$ cat config.mk
export PLATFORM = sky130hd
export DESIGN_NAME = bdc_top
export DESIGN_NICKNAME = d
export VERILOG_FILES = /design/src/design/bdc_pkg.sv /design/src/design/bdc_top.sv
export VERILOG_INCLUDE_DIRS = /design/src /design/src/design
export SDC_FILE = /design/constraint.sdc
export NUM_CORES = 1
export LEC_CHECK = 0
export BUFFER_PORTS_ARGS = -buffer_cell sky130_fd_sc_hd__buf_2
export CORE_UTILIZATION = 35
export DETAILED_ROUTE_END_ITERATION = 7
export HOLD_SLACK_MARGIN = 0.08
export SYNTH_ARGS = -nofsm -noshare
export SYNTH_HDL_FRONTEND = slang
export SYNTH_SLANG_ARGS = --single-unit
$ cat constraint.sdc
create_clock -name core_clk -period 7.9 [get_ports core_clk]
set_input_delay 0.395 -clock core_clk [delete_from_list [all_inputs] [get_ports core_clk]]
set_output_delay 0.395 -clock core_clk [all_outputs]
set_load 0.01 [all_outputs]
$ cat src/design/bdc_defines.svh
`ifndef BDC_DEFINES_SVH
`define BDC_DEFINES_SVH
// Register byte addresses
`define BDC_ADDR_CTRL 12'h000
`define BDC_ADDR_CMD 12'h004
`define BDC_ADDR_STAT 12'h008
// Control register fields
`define BDC_CTRL_BYPASS 0
`define BDC_CTRL_MSRC 1
`define BDC_CTRL_ERS_HI 4
`define BDC_CTRL_ERS_LO 2
`define BDC_CTRL_RATIO_HI 13
`define BDC_CTRL_RATIO_LO 8
`define BDC_CTRL_MAX_HI 24
`define BDC_CTRL_MAX_LO 16
`define BDC_CTRL_RESET 32'h01900a00
// Command register bits
`define BDC_CMD_START 0
`define BDC_CMD_EXIT 1
`define BDC_CMD_ERASE 2
// Delay ratio limits
`define BDC_RATIO_MIN 6'h0a
`define BDC_RATIO_MAX 6'h28
// Timing
`define BDC_TENTH_MS 100
`define BDC_CLK_KHZ 10000
`define BDC_BLINK_TENTHS 3'h4
`define BDC_ERASE_HOLD 5'h14
// Meter floor in dB below full scale
`define BDC_METER_FLOOR 6'h28
// Erase divisors
`define BDC_DIV_ERASE_ONE_A 9'h005
`define BDC_DIV_QUARTER 9'h004
`define BDC_DIV_THIRD 9'h003
`define BDC_DIV_HALF 9'h002
// Relay lamp colours
`define BDC_LAMP_OFF 2'h0
`define BDC_LAMP_GREEN 2'h1
`define BDC_LAMP_RED 2'h2
`endif

$ cat src/design/bdc_pkg.sv
`default_nettype none
package bdc_pkg;
  typedef enum logic [2:0] {
    ZERO_DELAY_STATE = 3'h0,
    ADDING_DELAY = 3'h1,
    MAXIMUM_DELAY = 3'h3,
    REDUCING_DELAY = 3'h2,
    WAITING_RELEASE = 3'h6,
    MUTED_STATE = 3'h7
  } bdc_state_t;
  typedef enum logic [2:0] {
    ERASE_ONE_A = 3'h0,
    ERASE_QUARTER = 3'h1,
    ERASE_THIRD = 3'h2,
    ERASE_HALF = 3'h3,
    ERASE_ALL = 3'h4
  } bdc_erase_t;
  typedef struct packed {
    logic start;
    logic leave;
    logic cough;
    logic erase;
  } bdc_keys_t;
  typedef struct packed {
    logic bypassed;
    bdc_state_t state;
  } bdc_status_t;
  typedef struct packed {
    logic pass_through_readout;
    logic [8:0] tenths;
  } bdc_readout_t;
endpackage
`default_nettype wire

$ cat src/design/bdc_top.sv
// Function
// - Pass-through relays tie analog inputs to outputs
// - Pass-through routes digital input to output
// - Pass-through ignores all keys; active obeys them
// - Pass-through shows bypassed status and readout letters
// - Active status shows one of six states
// - Readout shows stored delay in tenths
// - Two level bars, input or output source
// - Start ramps delay up to preset maximum
// - Start lamp blinks while delay increases, unless exit was given after the last start
// - Exit ramps delay down to zero
// - Exit lamp blinks while exit ramps delay down
// - Zero reached during exit shows removed state
// - Held mute plays memory, stops recording input
// - Mute release records, splices, rebuilds delay
// - Mute outlasting memory gives muted output
// - Erase discards configured fraction of memory
// - Erase splices around removed audio
// - Long erase hold empties memory, mutes output
// - Short erase press never mutes output
// - After erase resume previous build or release
// - Four relay lamps: dark, green, red
// - Delay ratio spans ten to forty
`timescale 1ns/100ps
`include "bdc_defines.svh"
`default_nettype none
module bdc_top import bdc_pkg::*; #(
  parameter int TENTH_CYCLES = `BDC_TENTH_MS * `BDC_CLK_KHZ
) (
  // Clock and reset
  input wire logic core_clk,
  input wire logic resetn,
  input wire logic ce,
  // APB slave
  input wire logic psel,
  input wire logic penable,
  input wire logic pwrite,
  input wire logic [11:0] paddr,
  input wire logic [31:0] pwdata,
  output logic [31:0] prdata,
  output logic pready,
  output logic pslverr,
  // Operator keys
  input wire bdc_keys_t panel_keys,
  input wire bdc_keys_t remote_keys,
  // Level inputs, dB below full scale
  input wire logic [5:0] in_att_l,
  input wire logic [5:0] in_att_r,
  input wire logic [5:0] out_att_l,
  input wire logic [5:0] out_att_r,
  // Automation relay states
  input wire logic [3:0] relay_energized,
  input wire logic [3:0] relay_queued,
  // Audio path control
  output logic analog_bypass_q,
  output logic digital_bypass_q,
  output logic audio_mute_q,
  output logic record_en_q,
  output logic splice_q,
  // Display and lamps
  output bdc_status_t status_q,
  output bdc_readout_t readout_q,
  output logic [5:0] bar_l_q,
  output logic [5:0] bar_r_q,
  output logic start_lamp_q,
  output logic exit_lamp_q,
  output logic [7:0] automation_relay_lamps
);
  logic [31:0] ctrl_q;
  logic [31:0] prdata_q;
  logic pready_q;
  logic pslverr_q;
  bdc_state_t state_q;
  bdc_state_t state_d;
  logic [8:0] delay_q;
  logic [8:0] delay_d;
  logic mode_q;
  logic mode_d;
  logic panic_q;
  logic panic_d;
  logic splice_d;
  bdc_keys_t keys_q;
  logic [19:0] tenth_cnt_q;
  logic [5:0] ratio_cnt_q;
  logic [4:0] hold_q;
  logic [2:0] blink_cnt_q;
  logic blink_q;
  logic [7:0] lamps_q;

  // APB decode
  wire setup = psel & ~penable;
  wire access = psel & penable & pready_q;
  wire hit_ctrl = (paddr == `BDC_ADDR_CTRL);
  wire hit_cmd = (paddr == `BDC_ADDR_CMD);
  wire hit_stat = (paddr == `BDC_ADDR_STAT);
  wire hit_any = hit_ctrl | hit_cmd | hit_stat;
  wire wr_ok = access & pwrite & ~pslverr_q;
  wire wr_ctrl = wr_ok & hit_ctrl;
  wire wr_cmd = wr_ok & hit_cmd;
  wire [31:0] stat_word = {19'h00000, ctrl_q[`BDC_CTRL_BYPASS], state_q, delay_q};
  wire [31:0] rd_mux = hit_ctrl ? ctrl_q : (hit_stat ? stat_word : 32'h00000000);

  // Control fields
  wire bypass = ctrl_q[`BDC_CTRL_BYPASS];
  wire meter_source_output = ctrl_q[`BDC_CTRL_MSRC];
  wire bdc_erase_t erase_sel = bdc_erase_t'(ctrl_q[`BDC_CTRL_ERS_HI:`BDC_CTRL_ERS_LO]);
  wire [5:0] ratio_raw = ctrl_q[`BDC_CTRL_RATIO_HI:`BDC_CTRL_RATIO_LO];
  wire [8:0] max_lim = ctrl_q[`BDC_CTRL_MAX_HI:`BDC_CTRL_MAX_LO];
  wire [5:0] ratio_lim = (ratio_raw < `BDC_RATIO_MIN) ? `BDC_RATIO_MIN :
                         (ratio_raw > `BDC_RATIO_MAX) ? `BDC_RATIO_MAX : ratio_raw;

  // Command decode, dead in pass-through
  wire bdc_keys_t keys = bdc_keys_t'(panel_keys | remote_keys);
  wire start_p = ~bypass & ((keys.start & ~keys_q.start) |
                 (wr_cmd & pwdata[`BDC_CMD_START]));
  wire exit_p = ~bypass & ((keys.leave & ~keys_q.leave) |
                (wr_cmd & pwdata[`BDC_CMD_EXIT]));
  wire erase_p = ~bypass & ((keys.erase & ~keys_q.erase) |
                 (wr_cmd & pwdata[`BDC_CMD_ERASE]));
  wire mute_p = ~bypass & keys.cough & ~keys_q.cough;
  wire mute_held = keys.cough;
  wire erase_held = keys.erase;
  wire any_cmd = start_p | exit_p | erase_p | mute_p;

  // Time base
  wire tick = (tenth_cnt_q == 20'(TENTH_CYCLES - 1));
  wire step = tick & (ratio_cnt_q == (ratio_lim - 6'h01));
  wire panic = ~bypass & erase_held & tick & (hold_q == (`BDC_ERASE_HOLD - 5'h01));

  // Erase portion
  wire [8:0] portion = (erase_sel == ERASE_ONE_A) ? delay_q / `BDC_DIV_ERASE_ONE_A :
                       (erase_sel == ERASE_QUARTER) ? delay_q / `BDC_DIV_QUARTER :
                       (erase_sel == ERASE_THIRD) ? delay_q / `BDC_DIV_THIRD :
                       (erase_sel == ERASE_HALF) ? delay_q / `BDC_DIV_HALF : delay_q;
  wire [8:0] erased = delay_q - portion;

  function automatic bdc_state_t resume(input logic rel, input logic [8:0] d,
                                        input logic [8:0] mx);
    if (rel) begin
      resume = (d == 9'h000) ? ZERO_DELAY_STATE : REDUCING_DELAY;
    end else begin
      resume = (d >= mx) ? MAXIMUM_DELAY : ADDING_DELAY;
    end
  endfunction

  // Delay state machine
  always_comb begin
    state_d = state_q;
    delay_d = delay_q;
    mode_d = mode_q;
    panic_d = panic_q;
    splice_d = 1'b0;
    case (state_q)
      ADDING_DELAY: begin
        if (step) begin
          if (delay_q >= max_lim - 9'h001) begin
            delay_d = max_lim;
            state_d = MAXIMUM_DELAY;
          end else begin
            delay_d = delay_q + 9'h001;
          end
        end
      end
      REDUCING_DELAY: begin
        if (step) begin
          if (delay_q <= 9'h001) begin
            delay_d = 9'h000;
            state_d = ZERO_DELAY_STATE;
          end else begin
            delay_d = delay_q - 9'h001;
          end
        end
      end
      WAITING_RELEASE: begin
        if (!mute_held) begin
          splice_d = 1'b1;
          state_d = ADDING_DELAY;
        end else if (tick) begin
          if (delay_q == 9'h000) begin
            state_d = MUTED_STATE;
          end else begin
            delay_d = delay_q - 9'h001;
          end
        end
      end
      MUTED_STATE: begin
        if (panic_q && !erase_held) begin
          panic_d = 1'b0;
          splice_d = 1'b1;
          state_d = resume(mode_q, delay_q, max_lim);
        end else if (!panic_q && !mute_held) begin
          splice_d = 1'b1;
          state_d = ADDING_DELAY;
        end
      end
      default: begin
        state_d = state_q;
      end
    endcase
    if (start_p) begin
      mode_d = 1'b0;
      state_d = resume(1'b0, delay_q, max_lim);
    end
    if (exit_p) begin
      mode_d = 1'b1;
      state_d = resume(1'b1, delay_q, max_lim);
    end
    if (mute_p) begin
      panic_d = 1'b0;
      state_d = WAITING_RELEASE;
    end
    if (erase_p) begin
      panic_d = 1'b0;
      delay_d = erased;
      splice_d = 1'b1;
      state_d = resume(mode_q, erased, max_lim);
    end
    if (panic) begin
      panic_d = 1'b1;
      delay_d = 9'h000;
      state_d = MUTED_STATE;
    end
  end

  // APB registers
  always_ff @(posedge core_clk or negedge resetn) begin
    if (!resetn) begin
      ctrl_q <= `BDC_CTRL_RESET;
      prdata_q <= 32'h00000000;
      pready_q <= 1'b0;
      pslverr_q <= 1'b0;
    end else if (ce) begin
      pready_q <= setup;
      pslverr_q <= setup & ~hit_any;
      prdata_q <= (setup & ~pwrite) ? rd_mux : 32'h00000000;
      if (wr_ctrl) begin
        ctrl_q <= pwdata;
      end
    end
  end

  // Time base counters
  always_ff @(posedge core_clk or negedge resetn) begin
    if (!resetn) begin
      tenth_cnt_q <= 20'h00000;
      ratio_cnt_q <= 6'h00;
      hold_q <= 5'h00;
      blink_cnt_q <= 3'h0;
      blink_q <= 1'b0;
    end else if (ce) begin
      tenth_cnt_q <= tick ? 20'h00000 : tenth_cnt_q + 20'h00001;
      if (any_cmd || step) begin
        ratio_cnt_q <= 6'h00;
      end else if (tick) begin
        ratio_cnt_q <= ratio_cnt_q + 6'h01;
      end
      if (!erase_held || erase_p) begin
        hold_q <= 5'h00;
      end else if (tick && hold_q != `BDC_ERASE_HOLD) begin
        hold_q <= hold_q + 5'h01;
      end
      if (tick) begin
        blink_cnt_q <= (blink_cnt_q == `BDC_BLINK_TENTHS) ? 3'h0 : blink_cnt_q + 3'h1;
        blink_q <= (blink_cnt_q == `BDC_BLINK_TENTHS) ? ~blink_q : blink_q;
      end
    end
  end

  // State registers, frozen in pass-through
  always_ff @(posedge core_clk or negedge resetn) begin
    if (!resetn) begin
      state_q <= ZERO_DELAY_STATE;
      delay_q <= 9'h000;
      mode_q <= 1'b0;
      panic_q <= 1'b0;
      keys_q <= '0;
    end else if (ce) begin
      keys_q <= keys;
      if (!bypass) begin
        state_q <= state_d;
        delay_q <= delay_d;
        mode_q <= mode_d;
        panic_q <= panic_d;
      end
    end
  end

  // Relay lamp colours
  generate
    for (genvar i = 0; i < 4; i++) begin : g_lamp
      logic [1:0] lamp_q;
      wire [1:0] colour = relay_energized[i] ? `BDC_LAMP_GREEN :
                          relay_queued[i] ? `BDC_LAMP_RED : `BDC_LAMP_OFF;
      always_ff @(posedge core_clk or negedge resetn) begin
        if (!resetn) begin
          lamp_q <= `BDC_LAMP_OFF;
        end else if (ce) begin
          lamp_q <= colour;
        end
      end
      assign lamps_q[2*i+1:2*i] = lamp_q;
    end
  endgenerate

  // Meter bars
  wire [5:0] att_l = meter_source_output ? out_att_l : in_att_l;
  wire [5:0] att_r = meter_source_output ? out_att_r : in_att_r;
  wire [5:0] bar_l_d = (att_l >= `BDC_METER_FLOOR) ? 6'h00 : `BDC_METER_FLOOR - att_l;
  wire [5:0] bar_r_d = (att_r >= `BDC_METER_FLOOR) ? 6'h00 : `BDC_METER_FLOOR - att_r;
  wire bdc_state_t shown = bypass ? state_q : state_d;
  wire hush = (shown == WAITING_RELEASE) | (shown == MUTED_STATE);

  // Output registers
  always_ff @(posedge core_clk or negedge resetn) begin
    if (!resetn) begin
      analog_bypass_q <= 1'b0;
      digital_bypass_q <= 1'b0;
      audio_mute_q <= 1'b0;
      record_en_q <= 1'b1;
      splice_q <= 1'b0;
      status_q <= '0;
      readout_q <= '0;
      bar_l_q <= 6'h00;
      bar_r_q <= 6'h00;
      start_lamp_q <= 1'b0;
      exit_lamp_q <= 1'b0;
    end else if (ce) begin
      analog_bypass_q <= bypass;
      digital_bypass_q <= bypass;
      audio_mute_q <= ~bypass & (shown == MUTED_STATE);
      record_en_q <= ~bypass & ~hush;
      splice_q <= ~bypass & splice_d;
      status_q <= '{bypassed: bypass, state: shown};
      readout_q <= '{pass_through_readout: bypass,
                     tenths: bypass ? 9'h000 : delay_d};
      bar_l_q <= bar_l_d;
      bar_r_q <= bar_r_d;
      start_lamp_q <= ~bypass & (shown == ADDING_DELAY) & ~mode_d & blink_q;
      exit_lamp_q <= ~bypass & (shown == REDUCING_DELAY) & blink_q;
    end
  end

  assign prdata = prdata_q;
  assign pready = pready_q;
  assign pslverr = pslverr_q;
  assign automation_relay_lamps = lamps_q;
endmodule
`default_nettype wire

==> out/qor.csv, run 1 <==
stage,metric,value,unit
timing,RSZ-0062 raised after global routing,no,
power_and_ir_drop,Max VDD drop,0.1860,mV
global_routing,first-pass GRT wire length,55.57,mm
route,routed vias,10428,
synthesis,top post-synthesis cells by count,"dfrtp_1, nand2_1, nor2_1",
timing,relative slew slack,0.3029,
clocking,Longest Clk Path Bufs,2,
synthesis,post-synthesis simple-gate area fraction,0.1977,
clocking,clock transition at the registers of the reported paths,0.07,ns
layout,synthesis-to-layout area growth,15.60,%
global_routing,Total Routing Usage GR,0.2139,
die,Die Y,180.7,um
die,die width,180.7,um
synthesis,post-synthesis sequential area ratio,0.3455,
setup_path,CP max-delay cell,fa_1,
timing,Final Max Tran Viols,0,
clocking,H-tree depth,4,
route,WL final,34.70,mm
timing,setup violators final,0,
setup_path,CP max stage delay,0.56,ns
synthesis,Async SR Flop Fraction,1.000,
placed_design,GP Congestion,0.9613,
synthesis,largest family of logic cells by synthesized area,compound AO/OA/AOI/OAI gates,
hold_path,hold depth,2,
setup_path,Worst Path Max Fanout,11,
synthesis,Syn Area/Cell,8.786,um^2
global_routing,grt total ovfl,0,
timing,final setup TNS,0,ns
synthesis,Netlist cell types,100,
timing,clk_skew,0.01459,ns
layout,multi-input gate area in the final layout,6774,um^2
setup_path,"Largest delay share family, worst path",compound AO/OA/AOI/OAI gates,
power_and_ir_drop,Pwr per Cell Area,330.6,nW/um^2
synthesis,top_reg_cell synth,dfrtp_1,
power_and_ir_drop,Pint,2.336,mW
die,core area,31470,um^2
die,Rows,65,
placed_design,IO buf count,164,
synthesis,cell taking the most area after synthesis,dfrtp_1,
synthesis,synth warn,0,
power_and_ir_drop,combinational power share,0.576,
placed_design,Setup WS pre-CTS,0.9475,ns
clocking,TritonCTS clock tree,yes,
synthesis,Post-synth EDFFs,0,
synthesis,post-synthesis mux area share,0.06079,
die,Initial Utilization,0.3551,
timing,slew at the pin closest to its max-slew limit,1.042,ns
setup_path,"most used cell, CP",a21o_1,
setup_path,WS Path Type,reg -> reg,
die,area of the die,32650,um^2
job,max_cap viols,0,
setup_path,CP arrival,7.34,ns
timing,fin crit share,0.8948,
layout,layout net count,1541,
timing,Max Clk Rate,141.5,MHz
power_and_ir_drop,Switching Fraction,0.4530,
route,TritonRoute pass-1 iters,5,
power_and_ir_drop,clock share of power,0.198,
layout,n_diodes,0,
route,routed length per instance,19.16,um
synthesis,Synth Area in XOR/XNOR,0.05363,
setup_path,reg2reg path depth,30,
layout,Final Util,0.4105,
synthesis,Post-Syn Instances,1272,
synthesis,mapped cell area,11180,um^2
power_and_ir_drop,Leak,5.868,nW
synthesis,Post-Synth Adder-Cell Area,0.06426,
layout,Fillers,3128,
power_and_ir_drop,Flop pwr share,0.226,
setup_path,required time of the critical path,8.17,ns
timing,Period minus WS final,7.069,ns
hold_path,worst min-delay path class,in -> reg,
clocking,post-CTS sizing,0,
global_routing,largest net degree at the start of global routing,88,
route,vias per inst,5.758,
clocking,Sink Count,154,
route,Starting DRT DRC Count,827,
synthesis,most common cell in the netlist,dfrtp_1,
clocking,Num CTS Buffers,17,
route,DR DRC count,0,
setup_path,Worst path depth,30,
placed_design,DP Wirelength,25.23,mm
global_routing,initial antenna violation count,0,
power_and_ir_drop,P_sw,1.935,mW
synthesis,top cell type's share of synthesized area,0.3314,
synthesis,synthesis-stage register bit count,154,
setup_path,Crit. End Element,flip-flop,
clocking,clk_lat worst skew,0.43,ns
layout,register area,3861,um^2
timing,"Hold Vio Cnt, Final",0,
die,# IOs,165,
route,ANT nets after route,0,
synthesis,Synth Area in Compound Gates,0.2296,
outcome,status,completed,
synthesis,Post-Synthesis Net Count,1417,
clocking,root buf cell,clkbuf_16,
setup_path,Worst setup SP type,flip-flop,
synthesis,Synth area leaders,"dfrtp_1, ha_1, o21ai_0",
global_routing,number of global-route vias before repair,9924,
layout,share of cells above drive strength 1,0.2023,
timing,final setup margin,0.8310,ns
setup_path,CP Buf/Inv Count,2,
## worst reg2reg max path, delay by kind of cell (launching register included)
family	cells	cell delay, ns
adder cells (fa/ha/maj)	5	1.52
XOR/XNOR	1	0.18
flip-flops	1	0.50
multiplexers	2	0.40
AND/OR/NAND/NOR	5	1.07
AO/OA/AOI/OAI	15	2.78
buffers and inverters	2	0.45
## cell usage in the layout (no fill, tap or decap), types with 9 or more instances in the layout
master,n
a21o_1,23
a21oi_1,69
a22o_1,21
a31oi_1,15
buf_2,163
buf_4,20
clkbuf_16,17
dfrtp_1,148
ha_1,54
inv_1,45
mux2_2,27
mux2i_1,36
nand2_1,113
nand2b_1,19
nand3_1,53
nand4_1,14
nor2_1,94
nor2b_1,19
nor3_1,33
nor4_1,16
o21ai_0,87
o221ai_1,9
o2bb2ai_1,33
o31ai_1,11
or2_2,9
or3_1,10
xnor2_1,46
xor2_1,18
## flip-flops by register name (all words and copies together), names as in the netlist, 3 cells and up
register       cells
delay_q            9
blink_cnt_q        3
readout_q         10
ratio_cnt_q        6
bar_l_q            6
bar_r_q            6
prdata            32
ctrl_q            32
keys_q             4
status_q           3
g_lamp.lamp_q      8
hold_q             5
tenth_cnt_q       20
## cells by family after synthesis
group	after synthesis
and+or+nand+nor	432
AOI/OAI and AO/OA	369
DFF	154
buffers and inverters	130
xor gates and xnor gates	66
muxes	64
adders and majority gates	57
## power by group through the flow
| stage | registers, mW | logic [mW] | clock network (mW) |
|---|---|---|---|
| after floorplan | 0.961 | 1.84 | 0 |
| after global placement | 0.975 | 2.40 | 0 |
| after detailed placement | 0.977 | 2.41 | 0 |
| after CTS | 0.964 | 2.43 | 0.863 |
| after global routing | 0.979 | 2.71 | 0.891 |
| final | 0.967 | 2.46 | 0.845 |
## layout make-up
class / count / area share
clock buffer: 21 / 0.03564
clock inverter: 11 / 0.01123
inverter: 50 / 0.01453
multi-input combinational: 988 / 0.5244
sequential: 154 / 0.2989
tap: 402 / 0.03893
timing repair buffer: 185 / 0.07642
## final timing paths
| check | startpoint | end | slack (ns) |
|---|---|---|---|
| max in group asynchronous | resetn | ctrl_q[22] | 5.89 |
| worst min register to register | blink_q | blink_q | 0.47 |
| worst min-delay path | relay_energized[1] | g_lamp[1].lamp_q[1] | 0.14 |
| worst max-delay path | delay_q[0] | exit_lamp_q | 0.83 |
| worst max register to register | delay_q[0] | exit_lamp_q | 0.83 |
| min in group asynchronous | resetn | tenth_cnt_q[8] | 0.59 |
## stage by stage
stage	area (um^2)	total power, mW	cells	hold slack [ns]
2_1_floorplan	11180	2.804	1272	0.09941
3_3_place_gp	12300	3.375	1778	0.4589
3_5_place_dp	12300	3.390	1778	0.4651
4_1_cts	12920	4.255	1811	0.1198
5_1_grt	12920	4.584	1811	0.1282
6_report	12920	4.271	1811	0.1354
## per-layer routing
layer | wire length (um) | track usage
met2 | 16470 | 0.3526
met4 | 694 | 0.06017
met5 | 0 | 0
met1 | 15730 | 0.2864
met3 | 1809 | 0.03790
## timing repair
action / CTS / global route
endpoints found under the setup margin: 0 / 0
hold buffers: 1 / 0
hold endpoints to repair: 41 / 0
setup buffers: 0 / 0
Power figures use the tool's default switching activity.
==> inputs of run 2 (changes only) <==
--- a/config.mk
+++ b/config.mk
@@ -7,9 +7,12 @@
 export NUM_CORES = 1
 export LEC_CHECK = 0
 export BUFFER_PORTS_ARGS = -buffer_cell sky130_fd_sc_hd__buf_2
+export CAP_MARGIN = 20
 export CORE_UTILIZATION = 35
+export CTS_BUF_LIST = sky130_fd_sc_hd__clkbuf_8
 export DETAILED_ROUTE_END_ITERATION = 7
 export HOLD_SLACK_MARGIN = 0.08
+export PLACE_DENSITY = 0.5
 export SYNTH_ARGS = -nofsm -noshare
 export SYNTH_HDL_FRONTEND = slang
 export SYNTH_SLANG_ARGS = --single-unit
==> out/qor.csv, run 2 (synthesis gave the netlist of run 1 again) <==
stage,metric,value,unit,change
timing,Period minus WS final,7.055,ns,-0.01410 ns
timing,RSZ-0062 raised after global routing,no,,
hold_path,worst min-delay path class,in -> reg,,
timing,Final Max Tran Viols,0,,unchanged
route,WL final,35.59,mm,+2.5%
setup_path,Worst setup SP type,flip-flop,,
layout,Fillers,3196,,+2.2%
placed_design,IO buf count,164,,unchanged
route,vias per inst,5.753,,about the same
layout,synthesis-to-layout area growth,14.44,%,
clocking,root buf cell,clkbuf_8,,
die,Die Y,180.7,um,unchanged
timing,clk_skew,0.02284,ns,+0.008243 ns
layout,most frequent cells in the layout,"buf_2, dfrtp_1, nand2_1, nor2_1, o21ai_0",,
setup_path,"Largest delay share family, worst path",compound AO/OA/AOI/OAI gates,,
layout,share of cells above drive strength 1,0.2017,,-0.0005726
placed_design,DP Wirelength,25.44,mm,+0.80%
global_routing,number of global-route vias before repair,10123,,+2.0%
power_and_ir_drop,Pint,2.182,mW,-6.6%
layout,register area,3861,um^2,unchanged
power_and_ir_drop,Max VDD drop,0.1548,mV,-17%
clocking,TritonCTS clock tree,yes,,
placed_design,GP Congestion,0.9451,,-1.7%
clocking,post-CTS sizing,0,,unchanged
die,# IOs,165,,unchanged
global_routing,first-pass GRT wire length,57.34,mm,+3.2%
power_and_ir_drop,Pwr per Cell Area,322.7,nW/um^2,-2.4%
power_and_ir_drop,Switching Fraction,0.4713,,+0.01831
route,routed vias,10442,,+0.13%
power_and_ir_drop,combinational power share,0.602,,+0.026
power_and_ir_drop,P_sw,1.945,mW,+0.52%
die,area of the die,32650,um^2,unchanged
setup_path,CP arrival,7.38,ns,+0.04 ns
setup_path,Worst path depth,29,,-3.3%
clocking,Num CTS Buffers,17,,unchanged
layout,"most common cell after layout, fill and taps aside",buf_2,,
job,max_cap viols,0,,unchanged
timing,setup violators final,0,,unchanged
route,TritonRoute pass-1 iters,5,,unchanged
global_routing,grt total ovfl,0,,unchanged
die,Initial Utilization,0.3551,,unchanged
global_routing,initial antenna violation count,0,,unchanged
hold_path,hold depth,2,,unchanged
layout,multi-input gate area in the final layout,6774,um^2,unchanged
timing,fin crit share,0.8930,,-0.001785
clocking,H-tree depth,4,,unchanged
layout,Non-Filler Instances,1815,,+0.22%
timing,Max Clk Rate,141.7,MHz,+0.20%
layout,layout net count,1545,,+0.26%
setup_path,"most used cell, CP",a21o_1,,
setup_path,Crit. End Element,flip-flop,,
timing,"Hold Vio Cnt, Final",0,,unchanged
power_and_ir_drop,clock share of power,0.163,,-0.035
die,core area,31470,um^2,unchanged
setup_path,required time of the critical path,8.23,ns,+0.06 ns
setup_path,WS Path Type,reg -> reg,,
clocking,Sink Count,154,,unchanged
setup_path,CP max-delay cell,dfrtp_1,,
layout,n_diodes,0,,unchanged
setup_path,reg2reg path depth,29,,-3.3%
timing,final setup TNS,0,ns,unchanged
global_routing,Total Routing Usage GR,0.2200,,+0.006136
route,DR DRC count,0,,unchanged
power_and_ir_drop,Leak,5.824,nW,-0.76%
clocking,clock transition at the registers of the reported paths,0.10,ns,+0.03 ns
route,Starting DRT DRC Count,1014,,+23%
die,die width,180.7,um,unchanged
outcome,status,completed,,
setup_path,CP max stage delay,0.82,ns,+0.26 ns
global_routing,largest net degree at the start of global routing,93,,+5.7%
setup_path,CP Buf/Inv Count,2,,unchanged
power_and_ir_drop,Flop pwr share,0.235,,+0.009
timing,Hold Worst Slack,0.1277,ns,-0.007626 ns
route,ANT nets after route,0,,unchanged
timing,slew at the pin closest to its max-slew limit,1.024,ns,-0.01818 ns
clocking,clk_lat worst skew,0.48,ns,+0.05 ns
placed_design,Placed Cells,1779,,+0.056%
route,routed length per instance,19.61,um,+2.3%
timing,relative slew slack,0.3176,,+0.01468
setup_path,Worst Path Max Fanout,20,,+9
clocking,Longest Clk Path Bufs,2,,unchanged
die,Rows,65,,unchanged
run 2: area by class of cell:
type / count / share of cell area
Clock buffer: 18 / 0.01937
Clock inverter: 14 / 0.01399
Inverter: 50 / 0.01467
Multi-Input combinational cell: 988 / 0.5296
Sequential cell: 154 / 0.3019
Tap cell: 402 / 0.03933
Timing Repair Buffer: 189 / 0.08110
run 2: path summary, 6_finish.rpt:
check	from	end	slack [ns]
worst max-delay path	delay_q[4]	exit_lamp_q	0.85
worst min-delay path	relay_energized[1]	g_lamp[1].lamp_q[1]	0.13
worst max register to register	delay_q[4]	exit_lamp_q	0.85
worst min register to register	readout_q[3]	readout_q[3]	0.48
max in group asynchronous	resetn	ctrl_q[21]	5.88
min in group asynchronous	resetn	tenth_cnt_q[9]	0.56
run 2: power groups by stage:
| stage | clock network, mW | logic (mW) | registers, mW |
|---|---|---|---|
| finish | 0.672 | 2.48 | 0.970 |
| global route | 0.724 | 2.74 | 0.980 |
| CTS | 0.687 | 2.46 | 0.969 |
| detailed placement | 0 | 2.45 | 0.984 |
| global placement | 0 | 2.44 | 0.984 |
| floorplan | 0 | 1.84 | 0.961 |
run 2: through the flow:
stage | instance area, um^2 | util | power (mW) | setup slack (ns)
after floorplan | 11180 | - | 2.804 | 1.491
after global placement | 12320 | 0.3915 | 3.422 | 1.138
after detailed placement | 12320 | 0.3915 | 3.430 | 0.9883
after CTS | 12790 | 0.4064 | 4.118 | 0.9631
after global routing | 12790 | 0.4064 | 4.447 | 0.2542
final | 12790 | 0.4064 | 4.127 | 0.8451
run 2: routing by layer:
| layer | vias up | part of all wire | GRT usage |
|---|---|---|---|
| met2 | 371 | 0.46 | 0.3475 |
| met1 | 5112 | 0.48 | 0.3103 |
| li1 | 4923 | - | - |
| met4 | 0 | 0.013 | 0.05778 |
| met5 | - | 0 | 0 |
| met3 | 36 | 0.054 | 0.03608 |
run 2: repair_timing:
item | in CTS | in global routing
hold buffers | 4 | 0
buffers inserted | 0 | 0
hold endpoints to repair | 91 | 0
